`config.mk`:
```
export PLATFORM = sky130hd
export DESIGN_NAME = acs_regs
export DESIGN_NICKNAME = d
export VERILOG_FILES = /design/src/acs_correct.v /design/src/acs_regs.v
export VERILOG_INCLUDE_DIRS = /design/src
export SDC_FILE = /design/constraint.sdc
export NUM_CORES = 2
export LEC_CHECK = 0
export ABC_AREA = 1
export BUFFER_PORTS_ARGS = -buffer_cell sky130_fd_sc_hd__buf_2
export CORE_MARGIN = 2
export CORE_UTILIZATION = 61
export DETAILED_ROUTE_END_ITERATION = 10
export GPL_TIMING_DRIVEN = 0
export PLACE_DENSITY = 0.86
export SYNTH_ARGS = -nofsm -noshare
export SYNTH_HDL_FRONTEND = slang
export SYNTH_SLANG_ARGS = --single-unit
export TNS_END_PERCENT = 100
```
`constraint.sdc`:
```
create_clock -name ref_clk -period 6.6 [get_ports ref_clk]
set_input_delay 0.66 -clock ref_clk [delete_from_list [all_inputs] [get_ports ref_clk]]
set_output_delay 0.66 -clock ref_clk [all_outputs]
set_load 0.02 [all_outputs]
```
`src/acs_defs.vh`:
```
`ifndef ACS_DEFS_VH
`define ACS_DEFS_VH

`define ACS_ADDR_CTRL1 16'h0001
`define ACS_ADDR_CTRL2 16'h0002
`define ACS_ADDR_OFFSET 16'h0003
`define ACS_ADDR_GAIN 16'h0004
`define ACS_ADDR_THRESH 16'h0005

`define ACS_RST_OFFSET 16'h0000
`define ACS_RST_GAIN 16'ha000
`define ACS_RST_THRESH 16'hcccc
`define ACS_RST_DECIM 3'h2
`define ACS_RST_BYPN 1'b1
`define ACS_RST_REDPWR 1'b0

`define ACS_C1_DL 15
`define ACS_C1_RD_OVR 14
`define ACS_C1_RD_GAIN 13
`define ACS_C1_RD_OFF 12
`define ACS_C1_RD_STAT 11
`define ACS_C1_FLEN_HI 8
`define ACS_C1_FLEN_LO 5
`define ACS_C1_BYPN 4
`define ACS_DECIM_HI 2
`define ACS_C2_REDPWR 2

`define ACS_ST_PART_HI 15
`define ACS_ST_DIE_HI 13
`define ACS_ST_VALID 10
`define ACS_ST_REDPWR 9
`define ACS_ST_OVR 8
`define ACS_ST_LOAD_MATCH 7
`define ACS_ST_FOK 6
`define ACS_ST_UFILT 5
`define ACS_ST_SKIP 4
`define ACS_ST_ONE 3

`define ACS_FAST_OVR_RUN 3'h4
`define ACS_COEF_STEP 8

`endif

```
`src/acs_correct.v`:
```
`timescale 1ns/1ns
`default_nettype none
module acs_correct #(
	parameter DW = 24
) (
	input wire ref_clk,
	input wire rst,
	input wire in_valid,
	input wire signed [DW-1:0] in_data,
	input wire [15:0] gain,
	input wire [15:0] offset,
	output reg out_valid_reg,
	output reg signed [DW-1:0] out_data_reg
);
	reg stage_valid_reg;
	reg signed [DW+1:0] scaled_reg;
	wire signed [DW+17:0] product;
	wire signed [DW+2:0] summed;
	wire signed [DW+1:0] scaled_next;

	function [DW-1:0] sat;
		input signed [DW+2:0] v;
		begin
			if (v > $signed({{4{1'b0}}, {(DW-1){1'b1}}}))
				sat = {1'b0, {(DW-1){1'b1}}};
			else if (v < $signed({{4{1'b1}}, {(DW-1){1'b0}}}))
				sat = {1'b1, {(DW-1){1'b0}}};
			else
				sat = v[DW-1:0];
		end
	endfunction

	assign product = in_data * $signed({1'b0, gain});
	assign scaled_next = product[DW+16:15];
	// offset full code is 1/128 fs
	assign summed = {scaled_reg[DW+1], scaled_reg} +
		{{(DW-14){offset[15]}}, offset, 1'b0};

	always @(posedge ref_clk) begin
		if (rst) begin
			stage_valid_reg <= 1'b0;
			scaled_reg <= {(DW+2){1'b0}};
			out_valid_reg <= 1'b0;
			out_data_reg <= {DW{1'b0}};
		end else begin
			stage_valid_reg <= in_valid;
			if (in_valid)
				scaled_reg <= scaled_next;
			out_valid_reg <= stage_valid_reg;
			if (stage_valid_reg)
				out_data_reg <= sat(summed);
		end
	end
endmodule
`default_nettype wire

```
`src/acs_regs.v`:
```
`timescale 1ns/1ns
`default_nettype none
`include "acs_defs.vh"
module acs_regs #(
	parameter DW = 24,
	// arbitrary identification values
	parameter [1:0] PART_CODE = 2'h1,
	parameter [2:0] DIE_INDEX = 3'h0,
	parameter COEF_STEP = `ACS_COEF_STEP
) (
	input wire ref_clk,
	input wire rst,
	input wire host_word_valid,
	input wire [15:0] host_word,
	input wire host_read,
	input wire conversion_valid_flag,
	input wire dec1_valid,
	input wire signed [DW-1:0] dec1_data,
	input wire mod_valid,
	input wire mod_full_scale,
	input wire coef_pass_valid,
	input wire [15:0] coef_pass_word,
	input wire coef_pass_last,
	input wire result_valid,
	input wire signed [DW-1:0] result_data,
	output reg read_word_valid_reg,
	output reg read_is_reg_reg,
	output reg [15:0] read_word_reg,
	output wire corr_valid,
	output wire signed [DW-1:0] corr_data,
	output reg overrange_reg,
	output reg download_active_reg,
	output reg user_filter_reg
);
	localparam ST_ADDR = 2'h0;
	localparam ST_DATA = 2'h1;
	localparam ST_COEF = 2'h2;
	localparam ST_SUM = 2'h3;

	localparam SEL_NONE = 3'h0;
	localparam SEL_STAT = 3'h1;
	localparam SEL_OFF = 3'h2;
	localparam SEL_GAIN = 3'h3;
	localparam SEL_OVR = 3'h4;

	reg [1:0] state_reg;
	reg [15:0] addr_reg;
	reg [15:0] offset_correction_reg;
	reg [15:0] gain_correction_reg;
	reg [15:0] overload_threshold_reg;
	reg [2:0] decimation_select_reg;
	reg fir_pass_reg;
	reg reduced_power_flag_reg;
	reg [2:0] read_sel_reg;
	reg [9:0] coef_left_reg;
	reg [15:0] dl_sum_reg;
	reg [15:0] dl_checksum_reg;
	reg download_checksum_match_reg;
	reg [15:0] pass_sum_reg;
	reg filter_ok_reg;
	reg [2:0] fast_run_reg;
	reg [15:0] status_word;
	reg [15:0] sel_word;
	wire [15:0] dec1_mag_top;
	wire thresh_over;
	wire fast_over;
	wire ctrl1_write;
	wire [15:0] pass_sum_next;

	function [9:0] coef_count;
		input [3:0] flen;
		begin
			coef_count = (flen + 10'h001) * COEF_STEP[9:0];
		end
	endfunction

	function [15:0] add16;
		input [15:0] a;
		input [15:0] b;
		begin
			add16 = a + b;
		end
	endfunction

	// magnitude scaled to the threshold's 16 bits;
	// most negative code has no positive twin, so it pins to full scale
	function [15:0] mag_top;
		input [DW-1:0] s;
		reg [DW-1:0] m;
		begin
			m = s[DW-1] ? (~s + {{(DW-1){1'b0}}, 1'b1}) : s;
			if (m[DW-1])
				mag_top = 16'hffff;
			else
				mag_top = m[DW-2:DW-17];
		end
	endfunction

	// several select bits in one word: status, then offset, gain, threshold
	function [2:0] read_select;
		input [15:0] w;
		begin
			if (w[`ACS_C1_RD_STAT])
				read_select = SEL_STAT;
			else if (w[`ACS_C1_RD_OFF])
				read_select = SEL_OFF;
			else if (w[`ACS_C1_RD_GAIN])
				read_select = SEL_GAIN;
			else if (w[`ACS_C1_RD_OVR])
				read_select = SEL_OVR;
			else
				read_select = SEL_NONE;
		end
	endfunction

	// status word assembly
	always @* begin
		status_word = 16'h0000;
		status_word[`ACS_ST_PART_HI:`ACS_ST_PART_HI-1] = PART_CODE;
		status_word[`ACS_ST_DIE_HI:`ACS_ST_DIE_HI-2] = DIE_INDEX;
		status_word[`ACS_ST_VALID] = conversion_valid_flag;
		status_word[`ACS_ST_REDPWR] = reduced_power_flag_reg;
		status_word[`ACS_ST_OVR] = overrange_reg;
		status_word[`ACS_ST_LOAD_MATCH] = download_checksum_match_reg;
		status_word[`ACS_ST_FOK] = filter_ok_reg;
		status_word[`ACS_ST_UFILT] = user_filter_reg;
		status_word[`ACS_ST_SKIP] = ~fir_pass_reg;
		status_word[`ACS_ST_ONE] = 1'b1;
		status_word[`ACS_DECIM_HI:0] = decimation_select_reg;
	end

	always @* begin
		case (read_sel_reg)
			SEL_STAT:
				sel_word = status_word;
			SEL_OFF:
				sel_word = offset_correction_reg;
			SEL_GAIN:
				sel_word = gain_correction_reg;
			SEL_OVR:
				sel_word = overload_threshold_reg;
			default:
				sel_word = result_data[DW-1:DW-16];
		endcase
	end

	always @(posedge ref_clk) begin
		if (rst) begin
			state_reg <= ST_ADDR;
			addr_reg <= 16'h0000;
			offset_correction_reg <= `ACS_RST_OFFSET;
			gain_correction_reg <= `ACS_RST_GAIN;
			overload_threshold_reg <= `ACS_RST_THRESH;
			decimation_select_reg <= `ACS_RST_DECIM;
			fir_pass_reg <= `ACS_RST_BYPN;
			reduced_power_flag_reg <= `ACS_RST_REDPWR;
			coef_left_reg <= 10'h000;
			dl_sum_reg <= 16'h0000;
			dl_checksum_reg <= 16'h0000;
			download_checksum_match_reg <= 1'b0;
			download_active_reg <= 1'b0;
			user_filter_reg <= 1'b0;
		end else if (host_word_valid) begin
			case (state_reg)
				ST_ADDR: begin
					addr_reg <= host_word;
					state_reg <= ST_DATA;
				end
				ST_DATA: begin
					state_reg <= ST_ADDR;
					case (addr_reg)
						`ACS_ADDR_CTRL1: begin
							decimation_select_reg <= host_word[`ACS_DECIM_HI:0];
							fir_pass_reg <= host_word[`ACS_C1_BYPN];
							if (host_word[`ACS_C1_DL]) begin
								// a new download withdraws the old coefficients
								state_reg <= ST_COEF;
								coef_left_reg <=
									coef_count(host_word[`ACS_C1_FLEN_HI:`ACS_C1_FLEN_LO]);
								dl_sum_reg <= 16'h0000;
								download_checksum_match_reg <= 1'b0;
								download_active_reg <= 1'b1;
								user_filter_reg <= 1'b0;
							end
						end
						`ACS_ADDR_CTRL2:
							reduced_power_flag_reg <= host_word[`ACS_C2_REDPWR];
						`ACS_ADDR_OFFSET:
							offset_correction_reg <= host_word;
						`ACS_ADDR_GAIN:
							gain_correction_reg <= host_word;
						`ACS_ADDR_THRESH:
							overload_threshold_reg <= host_word;
						default:
							addr_reg <= addr_reg;
					endcase
				end
				// words carry no tag: a dropped one shifts the rest until reset
				ST_COEF: begin
					dl_sum_reg <= add16(dl_sum_reg, host_word);
					coef_left_reg <= coef_left_reg - 10'h001;
					if (coef_left_reg == 10'h001)
						state_reg <= ST_SUM;
				end
				ST_SUM: begin
					dl_checksum_reg <= host_word;
					download_checksum_match_reg <= (host_word == dl_sum_reg);
					download_active_reg <= 1'b0;
					user_filter_reg <= 1'b1;
					state_reg <= ST_ADDR;
				end
				default:
					state_reg <= ST_ADDR;
			endcase
		end
	end

	// control word 1 landing this cycle
	assign ctrl1_write = host_word_valid && (state_reg == ST_DATA) &&
		(addr_reg == `ACS_ADDR_CTRL1);

	always @(posedge ref_clk) begin
		if (rst) begin
			read_sel_reg <= SEL_NONE;
			read_word_valid_reg <= 1'b0;
			read_is_reg_reg <= 1'b0;
			read_word_reg <= 16'h0000;
		end else begin
			read_word_valid_reg <= host_read;
			if (host_read) begin
				read_word_reg <= sel_word;
				read_is_reg_reg <= (read_sel_reg != SEL_NONE);
			end
			// a select written with the read in the same cycle still wins
			if (ctrl1_write && read_select(host_word) != SEL_NONE)
				read_sel_reg <= read_select(host_word);
			else if (host_read)
				read_sel_reg <= SEL_NONE;
		end
	end

	assign pass_sum_next = add16(pass_sum_reg, coef_pass_word);

	always @(posedge ref_clk) begin
		if (rst) begin
			pass_sum_reg <= 16'h0000;
			filter_ok_reg <= 1'b0;
		end else if (!user_filter_reg) begin
			pass_sum_reg <= 16'h0000;
			filter_ok_reg <= 1'b0;
		end else if (coef_pass_valid) begin
			if (coef_pass_last) begin
				pass_sum_reg <= 16'h0000;
				filter_ok_reg <= (pass_sum_next == dl_checksum_reg);
			end else begin
				pass_sum_reg <= pass_sum_next;
			end
		end
	end

	assign dec1_mag_top = mag_top(dec1_data);
	assign thresh_over = (dec1_mag_top > overload_threshold_reg);
	assign fast_over = mod_valid && mod_full_scale && (fast_run_reg == `ACS_FAST_OVR_RUN);

	always @(posedge ref_clk) begin
		if (rst) begin
			fast_run_reg <= 3'h0;
			overrange_reg <= 1'b0;
		end else begin
			if (mod_valid) begin
				if (!mod_full_scale)
					fast_run_reg <= 3'h0;
				else if (fast_run_reg != `ACS_FAST_OVR_RUN)
					fast_run_reg <= fast_run_reg + 3'h1;
			end
			// threshold compare level
			// a fast hit in the same cycle keeps the flag up over a low sample
			if (dec1_valid) begin
				overrange_reg <= thresh_over || fast_over;
			end else if (fast_over) begin
				overrange_reg <= 1'b1;
			end
		end
	end

	acs_correct #(
		.DW(DW)
	) u_correct (
		.ref_clk(ref_clk),
		.rst(rst),
		.in_valid(result_valid),
		.in_data(result_data),
		.gain(gain_correction_reg),
		.offset(offset_correction_reg),
		.out_valid_reg(corr_valid),
		.out_data_reg(corr_data)
	);
endmodule
`default_nettype wire

```
==> impl_metrics.prom <==
# TYPE chip_impl_metric gauge
chip_impl_metric{name="placement.setup.worst_slack",unit="ps"} -812
chip_impl_metric{name="tritoncts_num_sinks",unit=""} 210
chip_impl_metric{name="path_depth",unit=""} 22
chip_impl_metric{name="synth.avg_cell_area",unit="um2"} 7.21
chip_impl_metric{name="reg2reg_slack",unit="ps"} 150
chip_impl_info{name="clk_root_buffer_cell",value="sky130_fd_sc_hd__clkbuf_16"} 1
chip_impl_metric{name="clock_insertion_delay_worst_skew",unit="ps"} 520
chip_impl_metric{name="wl",unit="um"} 82100
chip_impl_metric{name="tritoncts.num_buffers",unit=""} 23
chip_impl_metric{name="fin_ws",unit="ps"} 151
chip_impl_metric{name="grt_pass1_wl",unit="um"} 130000
chip_impl_metric{name="cts_buffer_depth",unit=""} 3
chip_impl_info{name="worst_r2r_startpoint",value="gain_correction_reg[7]$_SDFFE_PP0P_"} 1
chip_impl_metric{name="synthCells",unit=""} 3727
chip_impl_metric{name="chipWidth",unit="um"} 214
chip_impl_info{name="yosys_most_used_dff",value="sky130_fd_sc_hd__dfxtp_1"} 1
chip_impl_metric{name="syn_area",unit="mm2"} 0.0269
chip_impl_info{name="rr_endpoint",value="u_correct.scaled_reg[23]$_SDFFE_PP0P_"} 1
chip_impl_info{name="cts_tree",value="yes"} 1
chip_impl_metric{name="largest_reg_flops",unit=""} 26
chip_impl_metric{name="vias_in_the_first_global_route",unit=""} 25200
chip_impl_metric{name="gp_congestion",unit=""} 1.04
chip_impl_metric{name="r2r.worst_path.cells",unit=""} 22
chip_impl_metric{name="grt_usage",unit="%"} 37.0
chip_impl_info{name="crit_slowest_cell",value="sky130_fd_sc_hd__fa_1"} 1
chip_impl_metric{name="peakVddDrop",unit="V"} 0.000215
chip_impl_metric{name="report.final.slew_viol_count",unit=""} 0
chip_impl_metric{name="post_route_cells_drive_above_1_share",unit="%"} 7.01
chip_impl_metric{name="yosys.cell_types.count",unit=""} 55
chip_impl_metric{name="synth_edf_count",unit=""} 0
chip_impl_metric{name="finalNetCount",unit=""} 4493
chip_impl_metric{name="path_clk_slew",unit="ps"} 60
chip_impl_metric{name="detail_route.first_pass.iterations",unit=""} 8
chip_impl_metric{name="route.detailed.wl_per_inst",unit="um"} 18.4
chip_impl_metric{name="core_region_area",unit="mm2"} 0.0433
chip_impl_metric{name="synth-seq-cells",unit=""} 210
chip_impl_metric{name="timing.clock.skew",unit="ps"} 28.3
chip_impl_info{name="critPathMostFrequentCell",value="sky130_fd_sc_hd__fa_1"} 1
chip_impl_metric{name="post-route-drc-count",unit=""} 0
chip_impl_metric{name="finalCriticalPeriod",unit="ps"} 6450
chip_impl_metric{name="finalCritPeriodShare",unit="%"} 97.7
chip_impl_metric{name="total_power",unit="mW"} 3.92
chip_impl_metric{name="power_density",unit="mW/mm2"} 135
chip_impl_metric{name="crit_path_largest_cell_delay",unit="ps"} 540
chip_impl_info{name="layout.cells.most_common",value="sky130_fd_sc_hd__nand2_1"} 1
chip_impl_metric{name="ioPinCount",unit=""} 137
chip_impl_metric{name="grt_max_degree",unit=""} 17
chip_impl_metric{name="core.rowCount",unit=""} 76
chip_impl_metric{name="floorplan.die.height",unit="um"} 214
chip_impl_info{name="layout.cells.most_common_list",value="sky130_fd_sc_hd__nand2_1, sky130_fd_sc_hd__inv_1, sky130_fd_sc_hd__fa_1, sky130_fd_sc_hd__a21oi_1, sky130_fd_sc_hd__nor2_1"} 1
chip_impl_info{name="worstPathCellList",value="buf_4, nand2_1, fa_1, fa_1, clkinvlp_4, buf_4, fa_1, fa_1, fa_1, inv_1, fa_1, inv_1, ha_1, nand2_1, nor2_1, nand2_1, nor3_1, nand3_1, nand4_1, nand3_1, o211ai_1, inv_1"} 1
chip_impl_metric{name="cp_data_arrival_time",unit="ps"} 6840
chip_impl_info{name="endpoint_of_the_most_critical_setup_path",value="u_correct.scaled_reg[23]$_SDFFE_PP0P_"} 1
chip_impl_metric{name="overflow",unit=""} 0
chip_impl_metric{name="cts_hold_buffers",unit=""} 0
chip_impl_metric{name="max-slew-margin-rel",unit="%"} 53.3
chip_impl_metric{name="achievable-frequency",unit="MHz"} 155
chip_impl_metric{name="postSynth.asyncResetShare",unit="%"} 0
chip_impl_info{name="path_delay_family",value="adder cells"} 1
chip_impl_metric{name="worst-endpoint-required",unit="ps"} 6990
chip_impl_info{name="timing.critical_path.from",value="gain_correction_reg[7]$_SDFFE_PP0P_"} 1
chip_impl_metric{name="routed_via_density",unit=""} 5.69
chip_impl_metric{name="place.port_buffers",unit=""} 111
chip_impl_info{name="status",value="finished, final reports clean"} 1
chip_impl_metric{name="cts_htree_levels",unit=""} 1
chip_impl_metric{name="max-cap-violations",unit=""} 0
chip_impl_metric{name="tightest_slew",unit="ps"} 699
chip_impl_metric{name="cp_num_buf_inv",unit=""} 6
chip_impl_metric{name="hpwl",unit="um"} 66000
chip_impl_info{name="setup.worst_path.start_class",value="flip-flop"} 1
chip_impl_info{name="cp-end-kind",value="flip-flop"} 1
chip_impl_metric{name="start_util",unit="%"} 62.1
chip_impl_metric{name="vias",unit=""} 25300
chip_impl_metric{name="total_leakage_power",unit="nW"} 15.8
chip_impl_metric{name="floorplan.die_area",unit="mm2"} 0.0457
chip_impl_metric{name="synth.yosys.warnings",unit=""} 0
chip_impl_metric{name="ys_seq_area_share",unit="%"} 15.7
chip_impl_info{name="hold_path.class",value="input pin to flip-flop"} 1
chip_impl_metric{name="detail_route.iter0.violations",unit=""} 2633
chip_impl_metric{name="hold_violations",unit=""} 0
chip_impl_metric{name="area_delta_synth_final",unit="%"} 8.32
chip_impl_info{name="crit_path_category",value="flip-flop to flip-flop"} 1
chip_impl_metric{name="detail-route-antenna-nets",unit=""} 0
chip_impl_metric{name="grt_antenna_before_repair",unit=""} 2
chip_impl_metric{name="syn-num-nets",unit=""} 4371
chip_impl_metric{name="crit_path_max_fanout",unit=""} 10
chip_impl_metric{name="setup-violations-final",unit=""} 0
area by class of cell:
class,instances,area [um2]
multi-input cells,2501,18800
inverters,862,3240
plain buffers,138,653
repair buffers,113,571
clock buffers,31,666
clock inverters,10,160
fillers,3652,14200
diodes,3,7.51
well taps,585,732
flip-flops and latches,210,4240
routing by layer:
layer	vias to the layer above	part of all wire, %	global-route usage (%)
li1	11700	-	-
met1	11800	37	47.4
met2	1558	44	58.2
met3	336	12	8.54
met4	2	6.5	20.5
met5	-	0.015	0
cells by family after synthesis:
kind of cell               after synthesis  synth area share [%]
xor gates and xnor gates                58                  1.99
adders and majority gates              553                  36.3
AOI/OAI and AO/OA                      594                  12.1
buffers and inverters                 1016                  14.3
and+or+nand+nor                       1296                  19.6
DFF                                    210                  15.7
worst reg2reg max path, stage by stage (launching register included):
cell,delay (ps)
sky130_fd_sc_hd__dfxtp_4,510
sky130_fd_sc_hd__buf_4,300
sky130_fd_sc_hd__nand2_1,100
sky130_fd_sc_hd__fa_1,470
sky130_fd_sc_hd__fa_1,550
sky130_fd_sc_hd__clkinvlp_4,250
sky130_fd_sc_hd__buf_4,230
sky130_fd_sc_hd__fa_1,470
sky130_fd_sc_hd__fa_1,480
sky130_fd_sc_hd__fa_1,510
sky130_fd_sc_hd__inv_1,50
sky130_fd_sc_hd__fa_1,480
sky130_fd_sc_hd__inv_1,60
sky130_fd_sc_hd__ha_1,430
sky130_fd_sc_hd__nand2_1,130
sky130_fd_sc_hd__nor2_1,180
sky130_fd_sc_hd__nand2_1,110
sky130_fd_sc_hd__nor3_1,290
sky130_fd_sc_hd__nand3_1,200
sky130_fd_sc_hd__nand4_1,140
sky130_fd_sc_hd__nand3_1,170
sky130_fd_sc_hd__o211ai_1,140
sky130_fd_sc_hd__inv_1,50
report_power, final:
group	internal [mW]	total, mW	switching (mW)
clock network	0.864	1.40	0.534
logic	0.382	1.16	0.782
registers	1.32	1.36	0.0416
total	2.56	3.92	1.36
per-stage QoR:
stage / TNS, ps / utilization [%] / cell area (um2) / instances / hold WS, ps
finish: 0 / 67.2 / 29100 / 4453 / 442
global route: -0.771 / 67.2 / 29100 / 4450 / 475
CTS: 0 / 66.9 / 29000 / 4452 / 440
detailed placement: -11560 / 65.1 / 28100 / 4423 / 455
global placement: -11060 / 65.1 / 28100 / 4423 / 452
floorplan: 0 / - / 26900 / 3727 / 434
cells in the mapped netlist, drive strengths merged, types with 6 or more instances:
cell / n / area share, %
a21oi: 272 / 5.1
o21bai: 7 / 0.20
fa: 378 / 28
o21ai: 208 / 3.9
o211ai: 16 / 0.45
a41oi: 7 / 0.23
nand4: 28 / 0.65
xnor2: 15 / 0.49
o22ai: 20 / 0.47
dfxtp: 210 / 16
a31oi: 18 / 0.42
a221oi: 7 / 0.23
o21a: 6 / 0.17
xor2: 41 / 1.3
nand3: 140 / 2.6
nand2: 861 / 12
buf: 11 / 0.27
clkbuf: 143 / 2.0
or2: 10 / 0.24
inv: 860 / 12
nor3: 37 / 0.71
a21o: 12 / 0.34
a211oi: 10 / 0.34
ha: 175 / 8.2
nor2: 205 / 2.9
nor4: 9 / 0.23
what timing repair did:
action	CTS	global route
pin swaps	0	1
resized for setup	23	150
endpoints found under the setup margin	24	21
buffers inserted	0	2
cloned	0	0
worst min-delay path by stage:
stage	depth (start not counted)	to	from
3_5_place_dp	2	reduced_power_flag_reg$_SDFFE_PP0P_	reduced_power_flag_reg$_SDFFE_PP0P_
4_1_cts	3	fast_run_reg[0]$_SDFFE_PP0P_	mod_valid
6_report	3	fast_run_reg[2]$_SDFFE_PP0P_	mod_valid
2_1_floorplan	2	reduced_power_flag_reg$_SDFFE_PP0P_	reduced_power_flag_reg$_SDFFE_PP0P_
5_1_grt	3	fast_run_reg[2]$_SDFFE_PP0P_	mod_valid
3_3_place_gp	2	coef_left_reg[9]$_SDFFE_PP0P_	coef_left_reg[9]$_SDFFE_PP0P_
(Power assumes the default switching activity.)
